--- src/pkg/ucsr_pkg.sv ---
// constants and carrier types for the user config space readout
package ucsr_pkg;
	localparam int          REQ_W      = 40;
	localparam logic [5:0]  AM_CRCSR   = 6'h2F;
	localparam logic [1:0]  LANE0      = 2'h3;
	// fixed cr pointer locations, three bytes each, big endian
	localparam logic [18:0] CR_BEG_ROM = 19'h000B3;
	localparam logic [18:0] CR_END_ROM = 19'h000BF;
	localparam logic [18:0] CR_BEG_CSR = 19'h000CB;
	localparam logic [18:0] CR_END_CSR = 19'h000D7;
	// relocation rom window and the function mask bytes in it
	localparam logic [18:0] RELOC_LO   = 19'h00103;
	localparam logic [18:0] RELOC_HI   = 19'h0074F;
	localparam logic [18:0] MASK_OFS   = 19'h00623;
	// user rom and user csr regions
	localparam logic [23:0] ROM_START  = 24'h001003;
	localparam logic [23:0] ROM_END    = 24'h0010FF;
	localparam logic [23:0] CSR_START  = 24'h07FC03;
	localparam logic [23:0] CSR_END    = 24'h07FCFF;
	localparam logic [18:0] RSV_SPAN   = 19'h0003C;
	localparam logic [18:0] USER_OFS   = 19'h00040;
	// status space
	localparam logic [18:0] CSR_BITSET = 19'h7FFFB;
	localparam logic [18:0] CSR_BITCLR = 19'h7FFF7;
	localparam logic [18:0] CMP_OFS    = 19'h7FF63;
	localparam logic [18:0] CMP_LO     = 19'h7FF6F;
	localparam logic [18:0] CMP_HI     = 19'h7FFD3;
	localparam int          BERR_BIT   = 3;
	localparam int          DFS_BIT    = 2;
	localparam int          SIZE_READ_FLAG_BIT   = 1;
	localparam int          CNT_LSB    = 8;
	// capabilities byte fields
	localparam logic        CAP_CNT    = 1'h1;
	localparam logic        CAP_TEST   = 1'h0;
	localparam logic [1:0]  CAP_USER   = 2'h0;
	localparam logic [3:0]  CAP_RSV    = 4'h0;
	// function mask: decode bits plus the dynamic size flag
	localparam logic [31:0] FUNC_MASK  = 32'hFFFF0004;
	localparam logic [31:0] CMP_RST    = 32'h00000000;
	localparam logic [7:0]  STAT_RST   = 8'h00;

	typedef enum logic {UCSR_IDLE, UCSR_ANSWER} ucsr_state_t;

	typedef struct packed {
		logic        strobe;
		logic        write;
		logic [5:0]  am;
		logic [23:0] addr;
		logic [7:0]  wdata;
	} ucsr_req_t;
endpackage

--- src/rtl/ucsr_sync.sv ---
// two flip-flop synchroniser for a vector of pin inputs
`timescale 1ns/10ps
module ucsr_sync #(
	parameter int W = 1
) (
	input  wire logic         clk_i,
	input  wire logic         rst_i,
	input  wire logic [W-1:0] d_i,
	output logic      [W-1:0] q_o
);
	logic [W-1:0] meta_q;
	logic [W-1:0] meta_d;
	logic [W-1:0] sync_q;
	logic [W-1:0] sync_d;

	always_comb begin
		meta_d = d_i;
		sync_d = meta_q;
	end

	always_ff @(posedge clk_i) begin
		if (rst_i) begin
			meta_q <= '0;
			sync_q <= '0;
		end else begin
			meta_q <= meta_d;
			sync_q <= sync_d;
		end
	end

	assign q_o = sync_q;
endmodule

--- src/rtl/ucsr_top.sv ---
// config rom / control-status space with variable-length readout
`timescale 1ns/10ps
// Notes on behaviour
// - relocation rom entries live between offsets 0x103 and 0x74F.
// - rom bytes sit at every fourth byte address.
// - a rom byte read returns on the lowest byte lane.
// - multi-byte values are big endian, msb at lowest offset.
// - reserved and unimplemented bits read as zero.
// - user rom: capabilities at start, fifteen zero bytes, then user.
// - capability bit 0 byte count present, bit 1 self test present.
// - capability bits 2,3 user defined; bits 7..4 read zero.
// - user csr: sixteen reserved bytes, user area from start plus 0x40.
// - bit 3 of bit-set and bit-clear is the bus-error-issued flag.
// - compare registers sit between status offsets 0x7FF63 and 0x7FFD3.
// - mask register reports the dynamic size flag, bit 2, set.
// - with size-read flag set, compare bits 31..8 read the byte count.
// - byte count is 24 bits, user defined meaning.
// - compare writes keep decoding; reads return latched count.
// - base bits 7..3 match a23..a19; a18..a0 select the location.
module ucsr_top
	import ucsr_pkg::*;
(
	input  wire logic        clk_i,
	input  wire logic        rst_i,
	input  wire logic        strobe_i,
	input  wire logic        write_i,
	input  wire logic [5:0]  am_i,
	input  wire logic [23:0] addr_i,
	input  wire logic [7:0]  wdata_i,
	input  wire logic [31:0] data_addr_i,
	input  wire logic [4:0]  base_i,
	input  wire logic [23:0] byte_count_i,
	input  wire logic        berr_issued_i,
	output logic      [31:0] rdata_o,
	output logic             ack_o,
	output logic             func_hit_o,
	output logic             berr_flag_o
);
	ucsr_req_t   pin_req;
	ucsr_req_t   req;
	logic [31:0] dsync;
	logic [18:0] ofs;
	logic        sel;

	ucsr_state_t state_q;
	ucsr_state_t state_d;
	logic [31:0] rdata_q;
	logic [31:0] rdata_d;
	logic        ack_q;
	logic        ack_d;
	logic [7:0]  stat_q;
	logic [7:0]  stat_d;
	logic [31:0] cmp_q;
	logic [31:0] cmp_d;
	logic [23:0] cnt_q;
	logic [23:0] cnt_d;
	logic        hit_q;
	logic        hit_d;

	// picks byte i of a word, byte 0 being the most significant
	function automatic logic [7:0] be_byte(input logic [31:0] v,
			input int i);
		be_byte = v[31-8*i -: 8];
	endfunction

	assign pin_req.strobe = strobe_i;
	assign pin_req.write  = write_i;
	assign pin_req.am     = am_i;
	assign pin_req.addr   = addr_i;
	assign pin_req.wdata  = wdata_i;

	// all bus pins cross in together; the master holds them stable
	// while the strobe is up, so skew between bits settles out
	ucsr_sync #(.W(REQ_W)) u_req_sync (
		.clk_i (clk_i),
		.rst_i (rst_i),
		.d_i   (pin_req),
		.q_o   (req)
	);

	ucsr_sync #(.W(32)) u_data_sync (
		.clk_i (clk_i),
		.rst_i (rst_i),
		.d_i   (data_addr_i),
		.q_o   (dsync)
	);

	// low two bits forced so any lane request lands on the rom byte
	assign ofs = {req.addr[18:2], LANE0};
	assign sel = req.strobe && (req.am == AM_CRCSR)
		&& (req.addr[23:19] == base_i);

	always_comb begin
		state_d = state_q;
		rdata_d = rdata_q;
		ack_d   = ack_q;
		stat_d  = stat_q;
		cmp_d   = cmp_q;
		cnt_d   = cnt_q;
		// decode keeps using the written base, never the count
		hit_d = ((dsync ^ cmp_q) & FUNC_MASK & ~32'h000000FF)
			== 32'h00000000;
		// hardware set wins over a software clear in the same cycle
		if (berr_issued_i) begin
			stat_d[BERR_BIT] = 1'b1;
		end
		case (state_q)
			UCSR_IDLE: begin
				ack_d = 1'b0;
				if (sel) begin
					state_d = UCSR_ANSWER;
					ack_d   = 1'b1;
					// upper lanes are free; driven zero
					rdata_d = 32'h00000000;
					if (req.write) begin
						if (ofs == CSR_BITSET) begin
							if (req.wdata[BERR_BIT]) begin
								stat_d[BERR_BIT] = 1'b1;
							end
						end else if (ofs == CSR_BITCLR) begin
							if (req.wdata[BERR_BIT]
									&& !berr_issued_i) begin
								stat_d[BERR_BIT] = 1'b0;
							end
						end else begin
							// separate write path for the base bits
							for (int i = 0; i < 4; i++) begin
								if (ofs == CMP_OFS + 19'(4*i)) begin
									cmp_d[31-8*i -: 8] = req.wdata;
								end
							end
						end
						// rom writes fall through untouched
					end else begin
						for (int i = 0; i < 3; i++) begin
							if (ofs == CR_BEG_ROM + 19'(4*i)) begin
								rdata_d[7:0] = be_byte({8'h00, ROM_START},
									i+1);
							end else if (ofs == CR_END_ROM + 19'(4*i))
									begin
								rdata_d[7:0] = be_byte({8'h00, ROM_END},
									i+1);
							end else if (ofs == CR_BEG_CSR + 19'(4*i))
									begin
								rdata_d[7:0] = be_byte({8'h00, CSR_START},
									i+1);
							end else if (ofs == CR_END_CSR + 19'(4*i))
									begin
								rdata_d[7:0] = be_byte({8'h00, CSR_END},
									i+1);
							end
						end
						if (ofs >= RELOC_LO && ofs <= RELOC_HI) begin
							// rest of the relocation rom reads zero
							for (int i = 0; i < 4; i++) begin
								if (ofs == MASK_OFS + 19'(4*i)) begin
									rdata_d[7:0] = be_byte(FUNC_MASK, i);
								end
							end
						end else if (ofs == ROM_START[18:0]) begin
							rdata_d[7:0] = {CAP_RSV, CAP_USER,
								CAP_TEST, CAP_CNT};
						end else if (ofs > ROM_START[18:0] && ofs
								<= ROM_START[18:0] + RSV_SPAN) begin
							rdata_d[7:0] = 8'h00;
						end else if (ofs >= CSR_START[18:0] && ofs
								<= CSR_START[18:0] + RSV_SPAN) begin
							rdata_d[7:0] = 8'h00;
						end else if (ofs == CSR_BITSET
								|| ofs == CSR_BITCLR) begin
							rdata_d[7:0] = stat_q;
						end else if (ofs >= CMP_OFS && ofs <= CMP_HI)
								begin
							// function 0 starts at the span start, CMP_OFS;
							// functions other than the first read zero
							for (int i = 0; i < 4; i++) begin
								if (ofs == CMP_OFS + 19'(4*i)) begin
									rdata_d[7:0] = be_byte(cmp_q, i);
									if (cmp_q[SIZE_READ_FLAG_BIT] && i < 3) begin
										// msb read latches the count so
										// the three bytes stay coherent
										rdata_d[7:0] = be_byte(
											{(i == 0) ? byte_count_i
											: cnt_q, 8'h00}, i);
									end
								end
							end
							if (ofs == CMP_OFS && cmp_q[SIZE_READ_FLAG_BIT]) begin
								cnt_d = byte_count_i;
							end
						end
						// user areas beyond the fixed bytes read zero
					end
				end
			end
			UCSR_ANSWER: begin
				if (!req.strobe) begin
					state_d = UCSR_IDLE;
					ack_d   = 1'b0;
				end
			end
			default: begin
				state_d = UCSR_IDLE;
			end
		endcase
	end

	always_ff @(posedge clk_i) begin
		if (rst_i) begin
			state_q <= UCSR_IDLE;
			rdata_q <= 32'h00000000;
			ack_q   <= 1'b0;
			stat_q  <= STAT_RST;
			cmp_q   <= CMP_RST;
			cnt_q   <= 24'h000000;
			hit_q   <= 1'b0;
		end else begin
			state_q <= state_d;
			rdata_q <= rdata_d;
			ack_q   <= ack_d;
			stat_q  <= stat_d;
			cmp_q   <= cmp_d;
			cnt_q   <= cnt_d;
			hit_q   <= hit_d;
		end
	end

	assign rdata_o     = rdata_q;
	assign ack_o       = ack_q;
	assign func_hit_o  = hit_q;
	assign berr_flag_o = stat_q[BERR_BIT];
endmodule

--- config.mk ---
export PLATFORM = sky130hd
export DESIGN_NAME = ucsr_top
export DESIGN_NICKNAME = d
export VERILOG_FILES = /design/src/pkg/ucsr_pkg.sv /design/src/rtl/ucsr_sync.sv /design/src/rtl/ucsr_top.sv
export SDC_FILE = /design/constraint.sdc
export NUM_CORES = 1
export LEC_CHECK = 0
export ABC_AREA = 1
export BUFFER_PORTS_ARGS = -buffer_cell sky130_fd_sc_hd__buf_4
export CAP_MARGIN = 20
export CORE_MARGIN = 4
export CORE_UTILIZATION = 42
export CTS_CLUSTER_SIZE = 8
export DETAILED_ROUTE_END_ITERATION = 7
export HOLD_SLACK_MARGIN = 0.03
export PLACE_DENSITY = 0.7
export SYNTH_ARGS = -nofsm -noshare
export SYNTH_HDL_FRONTEND = slang
export SYNTH_HIERARCHICAL = 1
export SYNTH_SLANG_ARGS = --single-unit
--- constraint.sdc ---
create_clock -name clk_i -period 1.9 [get_ports clk_i]
set_input_delay 0.38 -clock clk_i [delete_from_list [all_inputs] [get_ports clk_i]]
set_output_delay 0.38 -clock clk_i [all_outputs]
set_load 0.02 [all_outputs]
==> impl_metrics.json, run 1 <==
{
  "cts_tree": "done",
  "setup_violations": 15,
  "die_y_um": 140.8,
  "synthCells": 960,
  "cp-end-kind": "register",
  "syn_avg_cell_area_um2": 7.718,
  "dp_hpwl_um": 12400,
  "violations": "setup timing",
  "cp_slowest_cell": "dfxtp_4",
  "start_util_pct": 42.84,
  "coreArea_um2": 17300,
  "hold_path_depth": 3,
  "drc": 0,
  "intPower_w": 0.005753,
  "wl_met1_um": 7849,
  "startpoint_type": "register",
  "min_path_type": "input pin to register",
  "drt_iter0_drc": 391,
  "crit_buf_inv": 3,
  "wire_per_inst_um": 12.78,
  "areaGrowthSynthToFinish_pct": 29.25,
  "clkPwrFrac_pct": 43.9,
  "synth_area_um2": 7410,
  "clk_latency_ns": 0.42,
  "finClkSkew_ns": 0.01819,
  "path_delay_family": "simple AND/OR/NAND/NOR gates",
  "pre_cts_slack_ns": -0.1605,
  "path_class": "register to register",
  "grt_usage_pct": 16.75,
  "power.total_w": 0.007521,
  "grt_max_degree": 72,
  "hold-path-endpoint": "u_data_sync/meta_q[18]",
  "slew_violations": 0,
  "place.gp.congestion": 0.9049,
  "placed_area_um2": 8491,
  "pin_count": 139,
  "worstReg2RegStart": "u_req_sync/q_o[16]",
  "worstPathMaxFanout": 8,
  "p_sw_w": 0.001769,
  "dieArea_um2": 19830,
  "grt_pass1_wl_um": 27090,
  "drive_gt1_share_pct": 28.62,
  "required_ns": 2.23,
  "cp_cell_sequence": "nand2_4 > nor3_4 > inv_2 > nor2_8 > nand2_4 > nor3_4 > buf_6 > inv_6 > nor2_8 > nor2_2 > a211oi_1",
  "ctsHoldBuffers": 0,
  "min_period_ns": 1.986,
  "crit_arrival_ns": 2.31,
  "final-instance-count-excl-fill": 1357,
  "relSlewSlack_pct": 66.08,
  "hold_viol": 0,
  "slowest_delay_ns": 0.37,
  "drt_wl_total_um": 17340,
  "wl_met2_um": 8171,
  "max_freq_mhz": 503.4,
  "worstReg2RegEnd": "cmp_q[9]",
  "fin_area_um2": 9577,
  "grt_overflow_total": 0,
  "yosysWarnings": 6,
  "drt.antenna.violating_nets": 0,
  "power_leakage_nw": 4.510,
  "top_layer": "met4",
  "grt_pass1_vias": 5596,
  "rsz0062_at_grt": "yes",
  "hp-start": "data_addr_i[18]",
  "post-route-period-util_pct": 104.6,
  "seq_power_share_pct": 49.0,
  "cap_violations": 0,
  "die_w_um": 140.8,
  "cts_max_path_buffers": 2,
  "status": "finished with violations",
  "drtPass1Iterations": 5,
  "combPwrFrac_pct": 7.2,
  "dpl.cell_count": 1300,
  "antenna_found_initial": 0,
  "diodes": 0,
  "worst_hold_slack_ns": 0.1507,
  "swShare_pct": 23.51,
  "r2r_slack_ns": -0.09,
  "cts.htree.levels": 4,
  "vias": 6304,
  "setup_ws_ns": -0.08646,
  "power.density_nw_per_um2": 785.4,
  "row_count": 48,
  "peakVddDrop_v": 0.0005496,
  "viasPerCell": 4.646,
  "tightest_slew_ns": 0.5042,
  "cts_sinks": 168,
  "reg2reg_depth": 11,
  "cts_inserted_buffers": 17,
  "wl_met3_um": 918,
  "fin_nets": 1223,
  "cts-root-buf": "clkbuf_16",
  "io_buffers": 96,
  "clkTransAtPathRegs_ns": 0.07
}
-- placed cells by master (no fill, tap or decap), drive strengths merged, types with 4 or more instances in the layout --
cell / count
clkbuf: 19
o211ai: 14
inv: 195
a211oi: 24
conb: 24
nand3: 27
nor4: 5
nand2: 116
a21oi: 28
nor2: 198
xnor2: 5
nor3: 29
nand4: 22
o21ai: 39
clkinvlp: 5
mux2: 4
buf: 173
o2111ai: 5
dfxtp: 168
or2: 4
clkinv: 5
-- worst register-to-register path: stages, from the launching register on --
cell	delay (ns)
dfxtp_4	0.37
nand2_4	0.06
nor3_4	0.20
inv_2	0.09
nor2_8	0.15
nand2_4	0.06
nor3_4	0.24
buf_6	0.17
inv_6	0.05
nor2_8	0.21
nor2_2	0.06
a211oi_1	0.24
-- through the flow --
| step | TNS, ns | utilization (%) |
|---|---|---|
| floorplan | 0 | - |
| global placement | -3.907 | 49.09 |
| detailed placement | -5.303 | 49.09 |
| CTS | -0.03797 | 53.04 |
| global route | -6.807 | 55.37 |
| finish | -0.6297 | 55.37 |
-- power groups by stage --
| stage | registers [W] | logic, W | clock network (W) |
|---|---|---|---|
| after floorplan | 0.00375 | 0.000348 | 0 |
| after detailed placement | 0.00376 | 0.000518 | 0 |
| after global routing | 0.00369 | 0.000603 | 0.00352 |
| final | 0.00368 | 0.000538 | 0.00330 |
| after global placement | 0.00376 | 0.000516 | 0 |
| after CTS | 0.00368 | 0.000526 | 0.00336 |
-- routing by layer --
metal / global-route usage, % / vias up
li1: - / 3263
met1: 22.07 / 2825
met2: 26.86 / 183
met3: 3.799 / 33
met4: 6.374 / 0
met5: 0 / -
-- how the worst max path moves through the flow --
stage / startpoint / end / slack, ns / cells after the start
floorplan: base_i[2] / cmp_q[27] / 0.06 / 13
global placement: base_i[1] / cnt_q[13] / -0.11 / 9
detailed placement: base_i[2] / cmp_q[18] / -0.16 / 12
CTS: u_req_sync/q_o[16] / rdata_o[0] / -0.02 / 15
global route: u_req_sync/q_o[30] / cmp_q[2] / -0.22 / 12
finish: u_req_sync/q_o[16] / cmp_q[9] / -0.09 / 11
-- state kept, by name, indices dropped and copies added, names as in the netlist --
name and count:
ack_o 1, cmp_q 32, cnt_q 16, func_hit_o 1
rdata_o 8, stat_q 1, state_q 1, u_data_sync/meta_q 16
u_data_sync/q_o 16, u_req_sync/meta_q 38, u_req_sync/q_o 38
-- area by class of cell --
cell class	instances	area, um2
Clock buffer	19	452.9
Clock inverter	13	121.4
Fill cell	1610	7720
Inverter	192	743.2
Multi-Input combinational cell	566	3186
Sequential cell	168	3391
Tap cell	225	281.5
Timing Repair Buffer	173	1395
Timing Repair inverter	1	6.256
-- repair_timing --
| item | in CTS | in global routing |
|---|---|---|
| setup buffers | 3 | 22 |
| endpoints found under the setup margin | 28 | 56 |
| gates resized for setup | 32 | 75 |
| gates cloned | 1 | 1 |
| pin swaps | 8 | 28 |
Note: power is estimated with default switching activity, not from simulation.
==> run 2: changes to the inputs <==
- GPL_TIMING_DRIVEN: not set -> 0
- clock period: 1.9 -> 1.75 ns (I/O delays scaled with it)
==> run 2 against run 1 <==
Effect of this change:
- the flow still finishes with violations (setup timing)
- combinational power is 19% higher
- worst setup slack worse by 0.13 ns
- highest routed layer is now met5
- routed wire length is 3.6% higher
- count of clock-buffer cells in the layout is 1 higher
- design area is 3.4% higher
==> impl_metrics.json, run 2 (synthesis results as in run 1) <==
{
  "status": "finished with violations",
  "violations": "setup timing",
  "ff_latch_area_um2": 3401,
  "relSlewSlack_pct": 54.89,
  "fin_nets": 1244,
  "cts-root-buf": "clkbuf_16",
  "cp_slowest_cell": "dfxtp_2",
  "power_leakage_nw": 4.599,
  "path_common_cell": "nand2_1",
  "post-route-period-util_pct": 112.5,
  "grt_pass1_wl_um": 28890,
  "layout_commonest_cell": "inv_1",
  "vias": 6326,
  "grt_max_degree": 17,
  "multi_input_area_um2": 3263,
  "crit_arrival_ns": 2.25,
  "wire_per_inst_um": 13.06,
  "drt_iter0_drc": 517,
  "pin_count": 139,
  "clkTransAtPathRegs_ns": 0.06,
  "cts_tree": "done",
  "path_delay_family": "simple AND/OR/NAND/NOR gates",
  "areaGrowthSynthToFinish_pct": 33.69,
  "clk_latency_ns": 0.42,
  "grt_overflow_total": 0,
  "slowest_delay_ns": 0.37,
  "cap_violations": 0,
  "layout_common_cells": "inv_1, nor2_1, dfxtp_1",
  "power.density_nw_per_um2": 824.1,
  "worst_hold_slack_ns": 0.1269,
  "rsz0062_at_grt": "yes",
  "slew_violations": 0,
  "cts_max_path_buffers": 2,
  "die_w_um": 140.8,
  "drt_wl_total_um": 17970,
  "hold_viol": 0,
  "cts.htree.levels": 4,
  "cts_sinks": 168,
  "antenna_found_initial": 1,
  "place.gp.congestion": 0.9181,
  "startpoint_type": "register",
  "setup_ws_ns": -0.2194,
  "required_ns": 2.03,
  "coreArea_um2": 17300,
  "fill_cells": 1582,
  "drc": 0,
  "drt.antenna.violating_nets": 0,
  "viasPerCell": 4.597,
  "drive_gt1_share_pct": 31.89,
  "finClkSkew_ns": 0.01170,
  "cp_cell_sequence": "nand2_2 > nor2_4 > nand3b_1 > nor2_2 > nand2_4 > buf_6 > o21ai_1 > inv_1 > nand2_1 > nand4_1 > nand2_1 > nand2_1 > nand2_1 > a21oi_1",
  "row_count": 48,
  "setup_violations": 55,
  "io_buffers": 95,
  "peakVddDrop_v": 0.0008408,
  "grt_usage_pct": 17.95,
  "drtPass1Iterations": 5,
  "tightest_slew_ns": 0.6767,
  "diodes": 0,
  "dp_hpwl_um": 13200,
  "min_period_ns": 1.969,
  "cts_inserted_buffers": 17,
  "die_y_um": 140.8,
  "cp-end-kind": "register",
  "dieArea_um2": 19830,
  "path_class": "register to register",
  "worstPathMaxFanout": 5,
  "max_freq_mhz": 507.8,
  "grt_pass1_vias": 6129,
  "min_path_type": "input pin to register",
  "start_util_pct": 42.84,
  "crit_buf_inv": 2,
  "pre_cts_slack_ns": -0.4808
}
[run 2: per-stage QoR]
step           TNS (ns)  cell area (um2)  total power (W)  utilization [%]  cells
3_3_place_gp     -18.31             8502         0.004679            49.15   1303
5_1_grt          -11.70             9906         0.008501            57.27   1376
3_5_place_dp     -18.72             8502         0.004688            49.15   1303
2_1_floorplan   -0.1345             7507         0.004451                -    983
6_report         -5.753             9906         0.008163            57.27   1376
4_1_cts          -6.167             9622         0.008230            55.63   1362
[run 2: power by group]
group / switching [W] / leakage (nW) / internal (W)
Sequential: 0.0000606 / 1.39 / 0.00394
Combinational: 0.000340 / 2.95 / 0.000301
Clock: 0.00146 / 0.262 / 0.00206
Total: 0.00186 / 4.60 / 0.00630
[run 2: cell type report]
class,instances,share of cell area [%]
Inverter,192,7.579
Sequential cell,168,34.33
Tap cell,225,2.842
Timing Repair Buffer,139,11.68
Buffer,57,4.913
Multi-Input combinational cell,565,32.94
Clock inverter,10,0.9979
Clock buffer,20,4.711
[run 2: what timing repair did]
action / 4_1_cts / 5_1_grt
endpoints found under the setup margin: 56 / 56
resized for setup: 81 / 65
gates cloned: 3 / 1
pin swaps: 26 / 30
hold buffers: 0 / 0
setup buffers: 26 / 17
[run 2: worst reg2reg max path: stages, from the launching register on]
cell and delay [ns]:
dfxtp_2 0.37, nand2_2 0.08, nor2_4 0.12, nand3b_1 0.19, nor2_2 0.23, nand2_4 0.07
buf_6 0.13, o21ai_1 0.11, inv_1 0.05, nand2_1 0.06, nand4_1 0.13, nand2_1 0.10
nand2_1 0.06, nand2_1 0.08, a21oi_1 0.06
[run 2: final timing paths]
kind                          from                endpoint  slack (ns)  depth (start not counted)
max             u_req_sync/q_o[23]              rdata_o[1]       -0.22                         14
min                data_addr_i[21]  u_data_sync/meta_q[21]        0.13                          3
max reg2reg     u_req_sync/q_o[23]              rdata_o[1]       -0.22                         14
min reg2reg  u_req_sync/meta_q[39]      u_req_sync/q_o[39]        0.39                          2
[run 2: per-layer routing]
metal / vias up / track usage (%) / share of wire (%)
met2: 188 / 29.91 / 48
met3: 33 / 4.376 / 5.7
met1: 2783 / 22.64 / 44
li1: 3320 / - / -
met5: - / 0 / 0.072
met4: 2 / 6.527 / 2.2
